`src/flash_host_pkg.sv`:
```
// constants, types and register map of the flash auxiliary-mode host
// assumes a 125 MHz pclk and a 16-bit parallel nor flash on plain pins
package flash_host_pkg;

  localparam int ADDR_W = 22;
  localparam int DATA_W = 16;
  localparam int SECTOR_LSB = 15;

  // command cycle addresses, high bits left at zero
  localparam logic [ADDR_W-1:0] CMD_ADDR_A = 22'h000555;
  localparam logic [ADDR_W-1:0] CMD_ADDR_B = 22'h0002AA;

  localparam logic [DATA_W-1:0] CMD_UNLOCK_A = 16'h00AA;
  localparam logic [DATA_W-1:0] CMD_UNLOCK_B = 16'h0055;
  localparam logic [DATA_W-1:0] CMD_RESET = 16'h00F0;
  localparam logic [DATA_W-1:0] CMD_QUERY_EXIT = 16'h00FF;
  localparam logic [DATA_W-1:0] CMD_ARM = 16'h00A0;
  localparam logic [DATA_W-1:0] CMD_EXIT_ENTRY = 16'h0090;
  localparam logic [DATA_W-1:0] CMD_EXIT = 16'h0000;
  localparam logic [DATA_W-1:0] CMD_STATUS = 16'h0070;
  localparam logic [DATA_W-1:0] CMD_BUF_LOAD = 16'h0025;
  localparam logic [DATA_W-1:0] CMD_CONFIRM = 16'h0029;
  localparam logic [7:0] MAX_WORD_COUNT = 8'h7F;

  // timing, figures in ns and derived counts in pclk cycles
  localparam int CLK_PERIOD_NS = 8;
  localparam int WRITE_PULSE_NS = 56;
  localparam int READ_PULSE_NS = 80;
  localparam int RECOVER_NS = 16;
  localparam logic [3:0] WRITE_PULSE_CYC =
    4'((WRITE_PULSE_NS + CLK_PERIOD_NS - 1) / CLK_PERIOD_NS);
  localparam logic [3:0] READ_PULSE_CYC =
    4'((READ_PULSE_NS + CLK_PERIOD_NS - 1) / CLK_PERIOD_NS);
  localparam logic [3:0] RECOVER_CYC =
    4'((RECOVER_NS + CLK_PERIOD_NS - 1) / CLK_PERIOD_NS);

  // apb register offsets
  localparam logic [11:0] OFS_CTRL = 12'h000;
  localparam logic [11:0] OFS_ADDR = 12'h004;
  localparam logic [11:0] OFS_DATA = 12'h008;
  localparam logic [11:0] OFS_COUNT = 12'h00C;
  localparam logic [11:0] OFS_RDATA = 12'h010;
  localparam logic [11:0] OFS_STAT = 12'h014;
  localparam logic [11:0] OFS_IRQ_STATUS = 12'h018;
  localparam logic [11:0] OFS_IRQ_MASK = 12'h01C;

  localparam int EV_DONE = 0;
  localparam int EV_REFUSED = 1;
  localparam int EV_W = 2;
  localparam logic [EV_W-1:0] IRQ_MASK_RESET = 2'h0;
  localparam logic [3:0] OP_LAST_CODE = 4'hC;

  typedef enum logic [3:0] {
    op_read = 4'h0,
    op_status = 4'h1,
    op_reset = 4'h2,
    op_query_exit = 4'h3,
    op_fault_clear = 4'h4,
    op_lock_program = 4'h5,
    op_lock_exit = 4'h6,
    op_secure_word = 4'h7,
    op_buffer_open = 4'h8,
    op_buffer_word = 4'h9,
    op_buffer_confirm = 4'hA,
    op_secure_exit = 4'hB,
    op_write_raw = 4'hC
  } op_t;

  typedef enum logic [1:0] {
    st_idle = 2'b00,
    st_setup = 2'b01,
    st_pulse = 2'b11,
    st_recover = 2'b10
  } state_t;

  typedef struct packed {
    logic is_read;
    logic last;
    logic [ADDR_W-1:0] addr;
    logic [DATA_W-1:0] data;
  } cycle_t;

  typedef struct packed {
    logic ce_n;
    logic oe_n;
    logic we_n;
    logic dq_oe_n;
    logic [ADDR_W-1:0] addr;
    logic [DATA_W-1:0] dq;
  } flash_bus_t;

endpackage : flash_host_pkg

```
`src/flash_host_ctrl.sv`:
```
// apb-driven host that issues auxiliary-mode command sequences to a flash
// assumes the flash pins are asynchronous to pclk and dq is resolved outside
// Function
// - after a buffer abort the host clears it with AA@555, 55@2AA, F0@555.
// - in lock mode A0 arms a program on the next write; F0, or 90 then 00 or F0, exits.
// - secure mode reads its data; 70@555 stays, F0 leaves, AA@555 unlocks.
// - next 55@2AA; then A0@555, 25@sector, 90@555.
// - once the count has run out only 29 at the loaded sector confirms.
`timescale 1ns/1ps
module flash_host_ctrl (
  input wire logic pclk,
  input wire logic presetn,
  input wire logic psel,
  input wire logic penable,
  input wire logic pwrite,
  input wire logic [11:0] paddr,
  input wire logic [31:0] pwdata,
  output logic [31:0] prdata,
  output logic pready,
  output logic pslverr,
  output logic irq,
  input wire logic [flash_host_pkg::DATA_W-1:0] dq_in,
  output flash_host_pkg::flash_bus_t flash_out
);
  import flash_host_pkg::*;

  ////////////////////////////////////////////////////////////////////////////
  // command sequences

  function automatic logic is_unlock_op(input op_t op);
    return op == op_fault_clear || op == op_secure_word ||
           op == op_buffer_open || op == op_secure_exit;
  endfunction : is_unlock_op

  function automatic cycle_t step_of(input op_t op, input logic [2:0] idx,
                                     input logic [ADDR_W-1:0] a,
                                     input logic [DATA_W-1:0] d,
                                     input logic [DATA_W-1:0] cnt,
                                     input logic [ADDR_W-1:0] sa);
    cycle_t c;
    c = '{is_read: 1'b0, last: 1'b1, addr: a, data: d};
    if (is_unlock_op(op) && idx < 3'd2) begin
      // unlock prefix, low address bits only
      c.last = 1'b0;
      c.addr = idx[0] ? CMD_ADDR_B : CMD_ADDR_A;
      c.data = idx[0] ? CMD_UNLOCK_B : CMD_UNLOCK_A;
    end else begin
      case (op)
        op_read: c.is_read = 1'b1;
        op_status: begin
          // status entry then read, also valid while a program runs
          c.is_read = idx != 3'd0;
          c.last = idx != 3'd0;
          if (idx == 3'd0) begin
            c.addr = CMD_ADDR_A;
            c.data = CMD_STATUS;
          end
        end
        op_reset: c.data = CMD_RESET;
        op_query_exit: c.data = CMD_QUERY_EXIT;
        op_fault_clear: begin
          c.addr = CMD_ADDR_A;
          c.data = CMD_RESET;
        end
        op_lock_program: begin
          c.last = idx != 3'd0;
          if (idx == 3'd0) c.data = CMD_ARM;
        end
        op_lock_exit: begin
          c.last = idx != 3'd0;
          c.data = (idx == 3'd0) ? CMD_EXIT_ENTRY : CMD_EXIT;
        end
        op_secure_word: begin
          c.last = idx == 3'd3;
          if (idx == 3'd2) begin
            c.addr = CMD_ADDR_A;
            c.data = CMD_ARM;
          end
        end
        op_buffer_open: begin
          c.last = idx == 3'd3;
          c.data = (idx == 3'd2) ? CMD_BUF_LOAD : cnt;
        end
        op_secure_exit: begin
          c.last = idx == 3'd3;
          c.addr = (idx == 3'd2) ? CMD_ADDR_A : a;
          c.data = (idx == 3'd2) ? CMD_EXIT_ENTRY : CMD_EXIT;
        end
        op_buffer_confirm: begin
          c.addr = sa;
          c.data = CMD_CONFIRM;
        end
        default: c.last = 1'b1;
      endcase
    end
    return c;
  endfunction : step_of

  ////////////////////////////////////////////////////////////////////////////
  // registers and apb decode

  logic [ADDR_W-1:0] addr_reg;
  logic [DATA_W-1:0] data_reg;
  logic [7:0] count_reg;
  logic [DATA_W-1:0] rdata_reg;
  logic [EV_W-1:0] irq_status;
  logic [EV_W-1:0] irq_mask;
  logic [7:0] words_left;
  logic [ADDR_W-1:SECTOR_LSB] sector_q;
  op_t op_q;
  logic [2:0] step_q;
  state_t state_q;
  logic [3:0] cnt_q;
  cycle_t cur_q;
  logic [DATA_W-1:0] dq_s1;
  logic [DATA_W-1:0] dq_s2;

  wire apb_wr = psel && penable && pwrite;
  wire sel_ctrl = paddr == OFS_CTRL;
  wire sel_addr = paddr == OFS_ADDR;
  wire sel_data = paddr == OFS_DATA;
  wire sel_count = paddr == OFS_COUNT;
  wire sel_rdata = paddr == OFS_RDATA;
  wire sel_stat = paddr == OFS_STAT;
  wire sel_irq_status = paddr == OFS_IRQ_STATUS;
  wire sel_irq_mask = paddr == OFS_IRQ_MASK;
  wire hit = sel_ctrl | sel_addr | sel_data | sel_count | sel_rdata |
             sel_stat | sel_irq_status | sel_irq_mask;
  wire busy = state_q != st_idle;

  assign pready = 1'b1;
  assign pslverr = psel && penable && !hit;
  assign prdata = sel_ctrl ? {28'h0000000, op_q} :
                  sel_addr ? {10'h000, addr_reg} :
                  sel_data ? {16'h0000, data_reg} :
                  sel_count ? {24'h000000, count_reg} :
                  sel_rdata ? {16'h0000, rdata_reg} :
                  sel_stat ? {23'h000000, busy, words_left} :
                  sel_irq_status ? {30'h00000000, irq_status} :
                  sel_irq_mask ? {30'h00000000, irq_mask} : 32'h00000000;

  ////////////////////////////////////////////////////////////////////////////
  // request check; refusals keep the flash from seeing an invalid pair

  wire ctrl_wr = apb_wr && sel_ctrl;
  wire op_t req_op = op_t'(pwdata[3:0]);
  wire in_sector = addr_reg[ADDR_W-1:SECTOR_LSB] == sector_q;
  wire [ADDR_W-1:0] sector_addr = {sector_q, {SECTOR_LSB{1'b0}}};
  wire cond_ok =
    (req_op == op_buffer_open) ? count_reg <= MAX_WORD_COUNT :
    (req_op == op_buffer_word) ?
      words_left != 8'h00 && in_sector :
    (req_op == op_buffer_confirm) ? words_left == 8'h00 : 1'b1;
  wire start = ctrl_wr && !busy && pwdata[3:0] <= OP_LAST_CODE && cond_ok;
  wire refuse = ctrl_wr && !start;
  wire [DATA_W-1:0] cnt_word = {8'h00, count_reg};
  wire cycle_t first_cycle =
    step_of(req_op, 3'd0, addr_reg, data_reg, cnt_word, sector_addr);
  wire cycle_t next_cycle =
    step_of(op_q, step_q + 3'd1, addr_reg, data_reg, cnt_word, sector_addr);
  wire [3:0] pulse_len = cur_q.is_read ? READ_PULSE_CYC : WRITE_PULSE_CYC;
  wire pulse_end = state_q == st_pulse && cnt_q == pulse_len - 4'd1;
  wire recover_end = state_q == st_recover && cnt_q == RECOVER_CYC - 4'd1;
  wire done = recover_end && cur_q.last;

  always_ff @(posedge pclk or negedge presetn) begin
    if (!presetn) begin
      addr_reg <= '0;
      data_reg <= '0;
      count_reg <= 8'h00;
      irq_mask <= IRQ_MASK_RESET;
      irq_status <= '0;
    end else begin
      if (apb_wr && sel_addr) addr_reg <= pwdata[ADDR_W-1:0];
      if (apb_wr && sel_data) data_reg <= pwdata[DATA_W-1:0];
      if (apb_wr && sel_count) count_reg <= pwdata[7:0];
      if (apb_wr && sel_irq_mask) irq_mask <= pwdata[EV_W-1:0];
      // set wins over a write-one clear in the same cycle
      irq_status <= (irq_status &
                     ~((apb_wr && sel_irq_status) ? pwdata[EV_W-1:0] : '0)) |
                    {refuse, done};
    end
  end

  assign irq = |(irq_status & irq_mask);

  // host mirror of the flash word counter and entry sector
  always_ff @(posedge pclk or negedge presetn) begin
    if (!presetn) begin
      words_left <= 8'h00;
      sector_q <= '0;
    end else if (start && req_op == op_buffer_open) begin
      words_left <= count_reg + 8'h01;
      sector_q <= addr_reg[ADDR_W-1:SECTOR_LSB];
    end else if (start && req_op == op_buffer_word) begin
      words_left <= words_left - 8'h01;
    end
  end

  ////////////////////////////////////////////////////////////////////////////
  // cycle engine: setup, strobe pulse, recovery per flash cycle

  always_ff @(posedge pclk or negedge presetn) begin
    if (!presetn) begin
      dq_s1 <= '0;
      dq_s2 <= '0;
    end else begin
      dq_s1 <= dq_in;
      dq_s2 <= dq_s1;
    end
  end

  always_ff @(posedge pclk or negedge presetn) begin
    if (!presetn) begin
      state_q <= st_idle;
      op_q <= op_read;
      step_q <= 3'd0;
      cnt_q <= 4'd0;
      cur_q <= '0;
      rdata_reg <= '0;
    end else begin
      unique case (state_q)
        st_idle: if (start) begin
          op_q <= req_op;
          step_q <= 3'd0;
          cur_q <= first_cycle;
          state_q <= st_setup;
        end
        st_setup: begin
          cnt_q <= 4'd0;
          state_q <= st_pulse;
        end
        st_pulse: begin
          cnt_q <= pulse_end ? 4'd0 : cnt_q + 4'd1;
          if (pulse_end) state_q <= st_recover;
          // read data from the flash's own state, status or array
          if (pulse_end && cur_q.is_read) rdata_reg <= dq_s2;
        end
        st_recover: begin
          cnt_q <= cnt_q + 4'd1;
          if (done) state_q <= st_idle;
          else if (recover_end) begin
            step_q <= step_q + 3'd1;
            cur_q <= next_cycle;
            state_q <= st_setup;
          end
        end
      endcase
    end
  end

  // address and data come from flops; strobes decode the state register
  assign flash_out = '{
    ce_n: state_q == st_idle,
    oe_n: !(state_q == st_pulse && cur_q.is_read),
    we_n: !(state_q == st_pulse && !cur_q.is_read),
    dq_oe_n: state_q == st_idle || cur_q.is_read,
    addr: cur_q.addr,
    dq: cur_q.data
  };

  ////////////////////////////////////////////////////////////////////////////
  // checks

  AST_FAULT_CLEAR: assert property (@(posedge pclk)
    disable iff (!presetn)
    (state_q == st_pulse && op_q == op_fault_clear && step_q == 3'd2) |->
    (!flash_out.we_n && flash_out.dq == CMD_RESET &&
     flash_out.addr == CMD_ADDR_A))
    else $error("fault clear third cycle wrong");

  AST_LOCK_ARM: assert property (@(posedge pclk) disable iff (!presetn)
    (start && req_op == op_lock_program) |=>
    (flash_out.dq == CMD_ARM) ##1 $fell(flash_out.we_n))
    else $error("lock program not armed with A0");

  AST_UNLOCK_ONE: assert property (@(posedge pclk)
    disable iff (!presetn)
    ($fell(flash_out.we_n) && is_unlock_op(op_q) && step_q == 3'd0) |->
    (flash_out.dq == CMD_UNLOCK_A && flash_out.addr == CMD_ADDR_A))
    else $error("first unlock not AA at 555");

  AST_UNLOCK_TWO: assert property (@(posedge pclk)
    disable iff (!presetn)
    ($fell(flash_out.we_n) && is_unlock_op(op_q) && step_q == 3'd1) |->
    (flash_out.dq == CMD_UNLOCK_B && flash_out.addr == CMD_ADDR_B))
    else $error("second unlock not 55 at 2AA");

  AST_CONFIRM: assert property (@(posedge pclk) disable iff (!presetn)
    (start && req_op == op_buffer_confirm) |->
    words_left == 8'h00 ##1
    (flash_out.dq == CMD_CONFIRM && flash_out.addr == sector_addr))
    else $error("confirm issued early or off sector");

  AST_WE_WIDTH: assert property (@(posedge pclk) disable iff (!presetn)
    $fell(flash_out.we_n) |-> !flash_out.we_n[*7] ##1 flash_out.we_n)
    else $error("write pulse width wrong");

  AST_DQ_DRIVE: assert property (@(posedge pclk) disable iff (!presetn)
    !flash_out.we_n |-> !flash_out.dq_oe_n && flash_out.oe_n)
    else $error("dq not driven during write");

endmodule : flash_host_ctrl

```
`config.mk`:
```
export PLATFORM = sky130hd
export DESIGN_NAME = flash_host_ctrl
export DESIGN_NICKNAME = d
export VERILOG_FILES = /design/src/flash_host_pkg.sv /design/src/flash_host_ctrl.sv
export SDC_FILE = /design/constraint.sdc
export NUM_CORES = 1
export LEC_CHECK = 0
export ABC_AREA = 0
export BUFFER_PORTS_ARGS = -buffer_cell sky130_fd_sc_hd__buf_2
export CORE_MARGIN = 8
export CORE_UTILIZATION = 35
export DETAILED_ROUTE_END_ITERATION = 6
export SLEW_MARGIN = 10
export SYNTH_ARGS = -nofsm -noshare
export SYNTH_HDL_FRONTEND = slang
export SYNTH_SLANG_ARGS = --single-unit
```
`constraint.sdc`:
```
create_clock -name pclk -period 7.15 [get_ports pclk]
set_input_delay 0.3575 -clock pclk [delete_from_list [all_inputs] [get_ports pclk]]
set_output_delay 0.3575 -clock pclk [all_outputs]
set_load 0.05 [all_outputs]
```
* After elaboration in Yosys (flattened, before gate mapping) *
Cells that the tools add are included.

word-level totals
  flip-flop bits (word level) = 166
  latch bits = 0
  memory bits (writable) = 0
  bits in read-only memories = 0
  bits of input ports = 65
  output and inout bits = 77
  logic and storage cells = 188
  memories = 0

operators by class
  add/subtract/negate cells = 5
  $mul = 0
  div/mod/pow operators = 0
  $lt $le $gt $ge = 3
  equality and inequality tests = 41
  shift-type cells = 0
  mux-type cells = 51
  bitwise operators = 11
  reductions and logical operators = 59

operators by type and width
  kind                                            number
  one-hot mux 16 bit (9 select lines)             1
  one-hot mux 16 bit (8 select lines)             1
  two-way mux 40 bit                              3
  one-hot mux 22 bit (5 select lines)             1
  one-hot mux 40 bit (2 select lines)             1
  two-way mux 39 bit                              2
  two-way mux 38 bit                              2
  two-way mux 22 bit                              3
  two-way mux 16 bit                              4
  == test 12 x 5 -> 1 bit, second input constant  4
  two-way mux 8 bit                               6
  one-hot mux 22 bit (2 select lines)             1
  == test 4 x 3 -> 1 bit, second input constant   8
  == test 4 bit, second input constant            7
  == test 12 x 4 -> 1 bit, second input constant  2
  logical AND 1 bit                               23
  == test 4 x 2 -> 1 bit, second input constant   4
  two-way mux 2 bit                               7
  == test 12 x 3 -> 1 bit, second input constant  1
  == test 4 x 1 -> 1 bit, second input constant   3
  zero test 12 bit                                1
  one-hot mux 4 bit (3 select lines)              1
  two-way mux 11 bit                              1
  two-way mux 3 bit                               3
  other kinds (41)                                80

* Longest topological paths before layout *
  word-level depth = 10
  mapped depth = 10
  mapped depth without buffers = 8

* Least setup slack after synthesis *
OpenSTA, ideal clock, no wires.

  path kind = input to output
  start = input port paddr[9]
  end = output port prdata[11]
  arrival = 2.397 ns
  required time = 6.793 ns
  setup slack = 4.395 ns
  stages on the path = 6
  buffers on the path = 1
  path through = nor4_4 nand3_1 nor3_1 clkbuf_1 a22oi_1 a21oi_1

between the ends
  word-level cells in the longest chain between the ends = 6
  elaborated cells between the ends (all ways) = 10

ends and longest elaborated chain
  what                     line                    RTL
  start: declaration       flash_host_ctrl.sv:16   input wire logic [11:0] paddr,
  == test 12 x 5 -> 1 bit  flash_host_ctrl.sv:123  wire sel_rdata = paddr == OFS_RDATA;
  two-way mux 16 bit       flash_host_ctrl.sv:137  sel_rdata ? {16'h0000, rdata_reg} :
  two-way mux 16 bit       flash_host_ctrl.sv:136  sel_count ? {24'h000000, count_reg} :
  two-way mux 16 bit       flash_host_ctrl.sv:135  sel_data ? {16'h0000, data_reg} :
  two-way mux 22 bit       flash_host_ctrl.sv:134  sel_addr ? {10'h000, addr_reg} :
  two-way mux 22 bit *     flash_host_ctrl.sv:133  assign prdata = sel_ctrl ? {28'h0000000, op_q} :
  end: declaration         flash_host_ctrl.sv:18   output logic [31:0] prdata,

Mark *: on every way between the ends. The rest lies on a longest branch, timed or not.

* Final worst setup path *
  start = input port paddr[9]
  end = output port prdata[0]

between the ends
  word-level cells in the longest chain between the ends = 9
  elaborated cells between the ends (all ways) = 16

ends and longest elaborated chain
  what                     line                    RTL
  == test 12 x 5 -> 1 bit  flash_host_ctrl.sv:126  wire sel_irq_mask = paddr == OFS_IRQ_MASK;
  two-way mux 2 bit        flash_host_ctrl.sv:140  sel_irq_mask ? {30'h00000000, irq_mask} : 32'h00000000;
  two-way mux 2 bit        flash_host_ctrl.sv:139  sel_irq_status ? {30'h00000000, irq_status} :
  two-way mux 9 bit        flash_host_ctrl.sv:138  sel_stat ? {23'h000000, busy, words_left} :
  two-way mux 16 bit       flash_host_ctrl.sv:137
  two-way mux 16 bit       flash_host_ctrl.sv:136
  two-way mux 16 bit       flash_host_ctrl.sv:135
  two-way mux 22 bit       flash_host_ctrl.sv:134
  two-way mux 22 bit *     flash_host_ctrl.sv:133

Marked as above.

==> results by group <==
Status
  – Outcome: complete, but fails checks
  – Violated checks: hold timing

Layout
  – Layout cell share with drive strength beyond 1: between 20% and 30%
  – Post-layout nets: 1035
  – Ant diodes: 0
  – Area delta synth->final: 11.74%
  – Largest register FFs: 38
  – Utilization after layout: around two fifths

Route
  – Final antenna-violating net count: 0
  – Via-to-Cell Ratio: between 5 and 6
  – DR iter-0 viols: approximately 640
  – Routed WL: around 26000 µm
  – DR WL/cell: 19.85 µm
  – Drt drc: 0
  – Drt pass-1 iters: 6
  – Via count: just over 7k

Clock network
  – Root Driver: clkbuf_16
  – CTS tree: built
  – TritonCTS Sinks: between 150 and 200
  – CTS buffer count: 17
  – Worst-Skew Late Latency: about 0.44 ns
  – Post-CTS Setup Bufs: 0
  – Clock edge transition at the registers on the reported setup and hold paths: 0.08 ns
  – CTS max path bufs: 2
  – CTS H-tree depth: 4

Timing
  – Hold slack: -0.01249 ns
  – Slew margin rel.: between 10% and 20%
  – # setup viols final: 0
  – Max frequency: roughly 0.27 GHz
  – Setup TNS Final: 0 ns
  – Crit share post-route: ~52%
  – RSZ-0062 raised after global routing: false
  – Max Slew Vio Count: 0
  – Post-Route Skew: between 0.01 and 0.015 ns
  – Min cycle time layout: approximately 3.7 ns
  – Worst-margin pin slew: 1.269 ns
  – Final Hold Viols: 6

Synthesis
  – Post-synthesis area per instance: around 10 µm²
  – Post-synth top area share: 44.63%
  – Mapped cell area: 9308 µm²
  – Ys async rst share: 100.0%
  – FF+latch count, synth: between 150 and 200
  – Yosys cell types: 77
  – Largest cells by area after synthesis: dfrtp_1 (45%), mux2_2 (7.4%), buf_4 (4.3%)
  – Main synth FF type: dfrtp_1
  – Gate Count Post-Synth: 909
  – Post-synth EDFFs: 0
  – Yosys warnings: 0
  – Most numerous cell in the Yosys netlist: dfrtp_1
  – Register area share after synthesis: 44.63%
  – Area leader, netlist: dfrtp_1
  – Synth top cells by count: dfrtp_1 (166), nand2_1 (83), a21oi_1 (64)

Setup path
  – Startpoint Class: input port
  – CP endpoint kind: output port
  – Crit-path max FO: 17
  – Slowest stage delay, CP: between 1 and 1.5 ns
  – CP Class: in2out
  – Crit path DAT: approximately 3.3 ns
  – CP required: a little under 7 ns
  – Ordered list of cells on the worst path: buf_2 -> nor4_4 -> nand3_1 -> nor3_1 -> o2bb2ai_1 -> o21ai_0 -> o21ai_0 -> buf_2
  – Critical path's slowest cell: nor3_1

Global routing
  – Number of global-route vias before repair: 6896
  – All-layer global routing usage: roughly 16%
  – First-pass GRT wire length: 40450 µm
  – Largest net degree at the start of global routing: 89
  – Initial antenna violation count: 2
  – Congestion Overflow GR: 0

Die
  – Die X-Extent: 179.1 µm
  – Io pins: ~140
  – Core Area: roughly 26000 µm²
  – Die Area: about 32000 µm²
  – Initial Utilization: 35.72%
  – Count of standard-cell rows: a little under 60
  – Die H: between 150 and 200 µm

Placed design
  – Final RePlAce weighted congestion: 0.8787
  – Input/output buffers: between 100 and 150
  – Post-DP HPWL: around 19000 µm

Power
  – Pwr Total: approximately 0.0030 W
  – Pwr dens: around 280 nW/µm²
  – Lkg Pwr: 4.878 nW
  – Maximum VDD drop: 0.0002049 V

Flow run
  – Max-cap violation count: 0

Worst hold path
  – Hold/Removal Path Class: in2async
-- cells by family after synthesis --
| logic type | after synthesis | share of synthesized area, % |
|---|---|---|
| and+or+nand+nor | 241 | 13.71 |
| AOI/OAI and AO/OA | 215 | 15.38 |
| DFF | 166 | 44.63 |
| buffers and inverters | 141 | 8.751 |
| muxes | 117 | 14.59 |
| xor gates and xnor gates | 19 | 1.788 |
| adders and majority gates | 8 | 1.075 |
| other | 2 | 0.08069 |
-- metal layers --
layer / GRT usage (%) / share of wire [%]
met2: 24.83 / 45
met4: 3.893 / 1.4
met1: 22.86 / 46
met3: 3.812 / 7.0
met5: 0 / 0.065
-- layout make-up --
class	instances	area [µm²]
clock buffers	17	425.4
clock inverters	15	195.2
fillers	2588	15660
inverters	36	135.1
multi-input cells	611	4382
flip-flops and latches	166	4154
well taps	335	419.2
repair buffers	130	689.4
-- worst paths after layout --
| kind | from | cells after the start | end | slack, ns |
|---|---|---|---|---|
| max | paddr[9] | 8 | prdata[0] | 3.45 |
| min in group pclk | dq_in[9] | 1 | dq_s1[9] | 0.02 |
| max in group asynchronous | presetn | 2 | flash_out[7] | 5.62 |
| max reg2reg | words_left[0] | 9 | flash_out[37] | 3.72 |
| min | presetn | 1 | dq_s1[14] | -0.01 |
| min reg2reg | dq_s1[2] | 0 | dq_s2[2] | 0.35 |
-- worst max-delay path, delay by kind of cell --
kind	cells	cell delay [ns]
AO/OA/AOI/OAI	3	0.45
buffers and inverters	2	0.45
AND/OR/NAND/NOR	3	2.07
-- power by group --
part	switching (W)	internal, W	total, W
Clock	0.000474	0.000482	0.000955
Sequential	0.0000881	0.00105	0.00113
Combinational	0.000580	0.000294	0.000873
-- cells in the final DEF, fill, tap and decap left out, types with 6 or more instances in the layout --
master,instances
dfrtp_1,166
buf_2,119
nand2_1,83
a21oi_1,64
mux2_2,61
nor2_1,47
o21ai_0,37
inv_1,36
mux2i_1,31
mux2_4,21
a22oi_1,17
clkbuf_16,17
nor2b_1,13
and2_1,13
nor3_1,12
nand2b_1,12
nand3_1,11
conb_1,11
xnor2_1,10
o22ai_1,9
xor2_1,8
a22o_1,8
a31oi_1,8
ha_1,8
a211oi_1,7
buf_4,7
a221o_1,6
o22a_1,6
o221ai_1,6
-- timing repair --
item	in CTS	in global routing
resized for setup	0	0
hold endpoints to repair	0	3
hold buffers	0	3
-- metrics by stage --
stage                     hold WS (ns)  std cells  cell area (µm²)  setup WS (ns)
final                         -0.01249       1310            10400          3.448
after global placement          0.3331       1275             9749          3.190
after global routing        0.00009831       1310            10400          3.198
after detailed placement        0.3347       1275             9749          3.177
after CTS                     0.004798       1307            10370          3.421
after floorplan                0.06191        918             9341          4.395
Note: power is estimated with default switching activity, not from simulation.
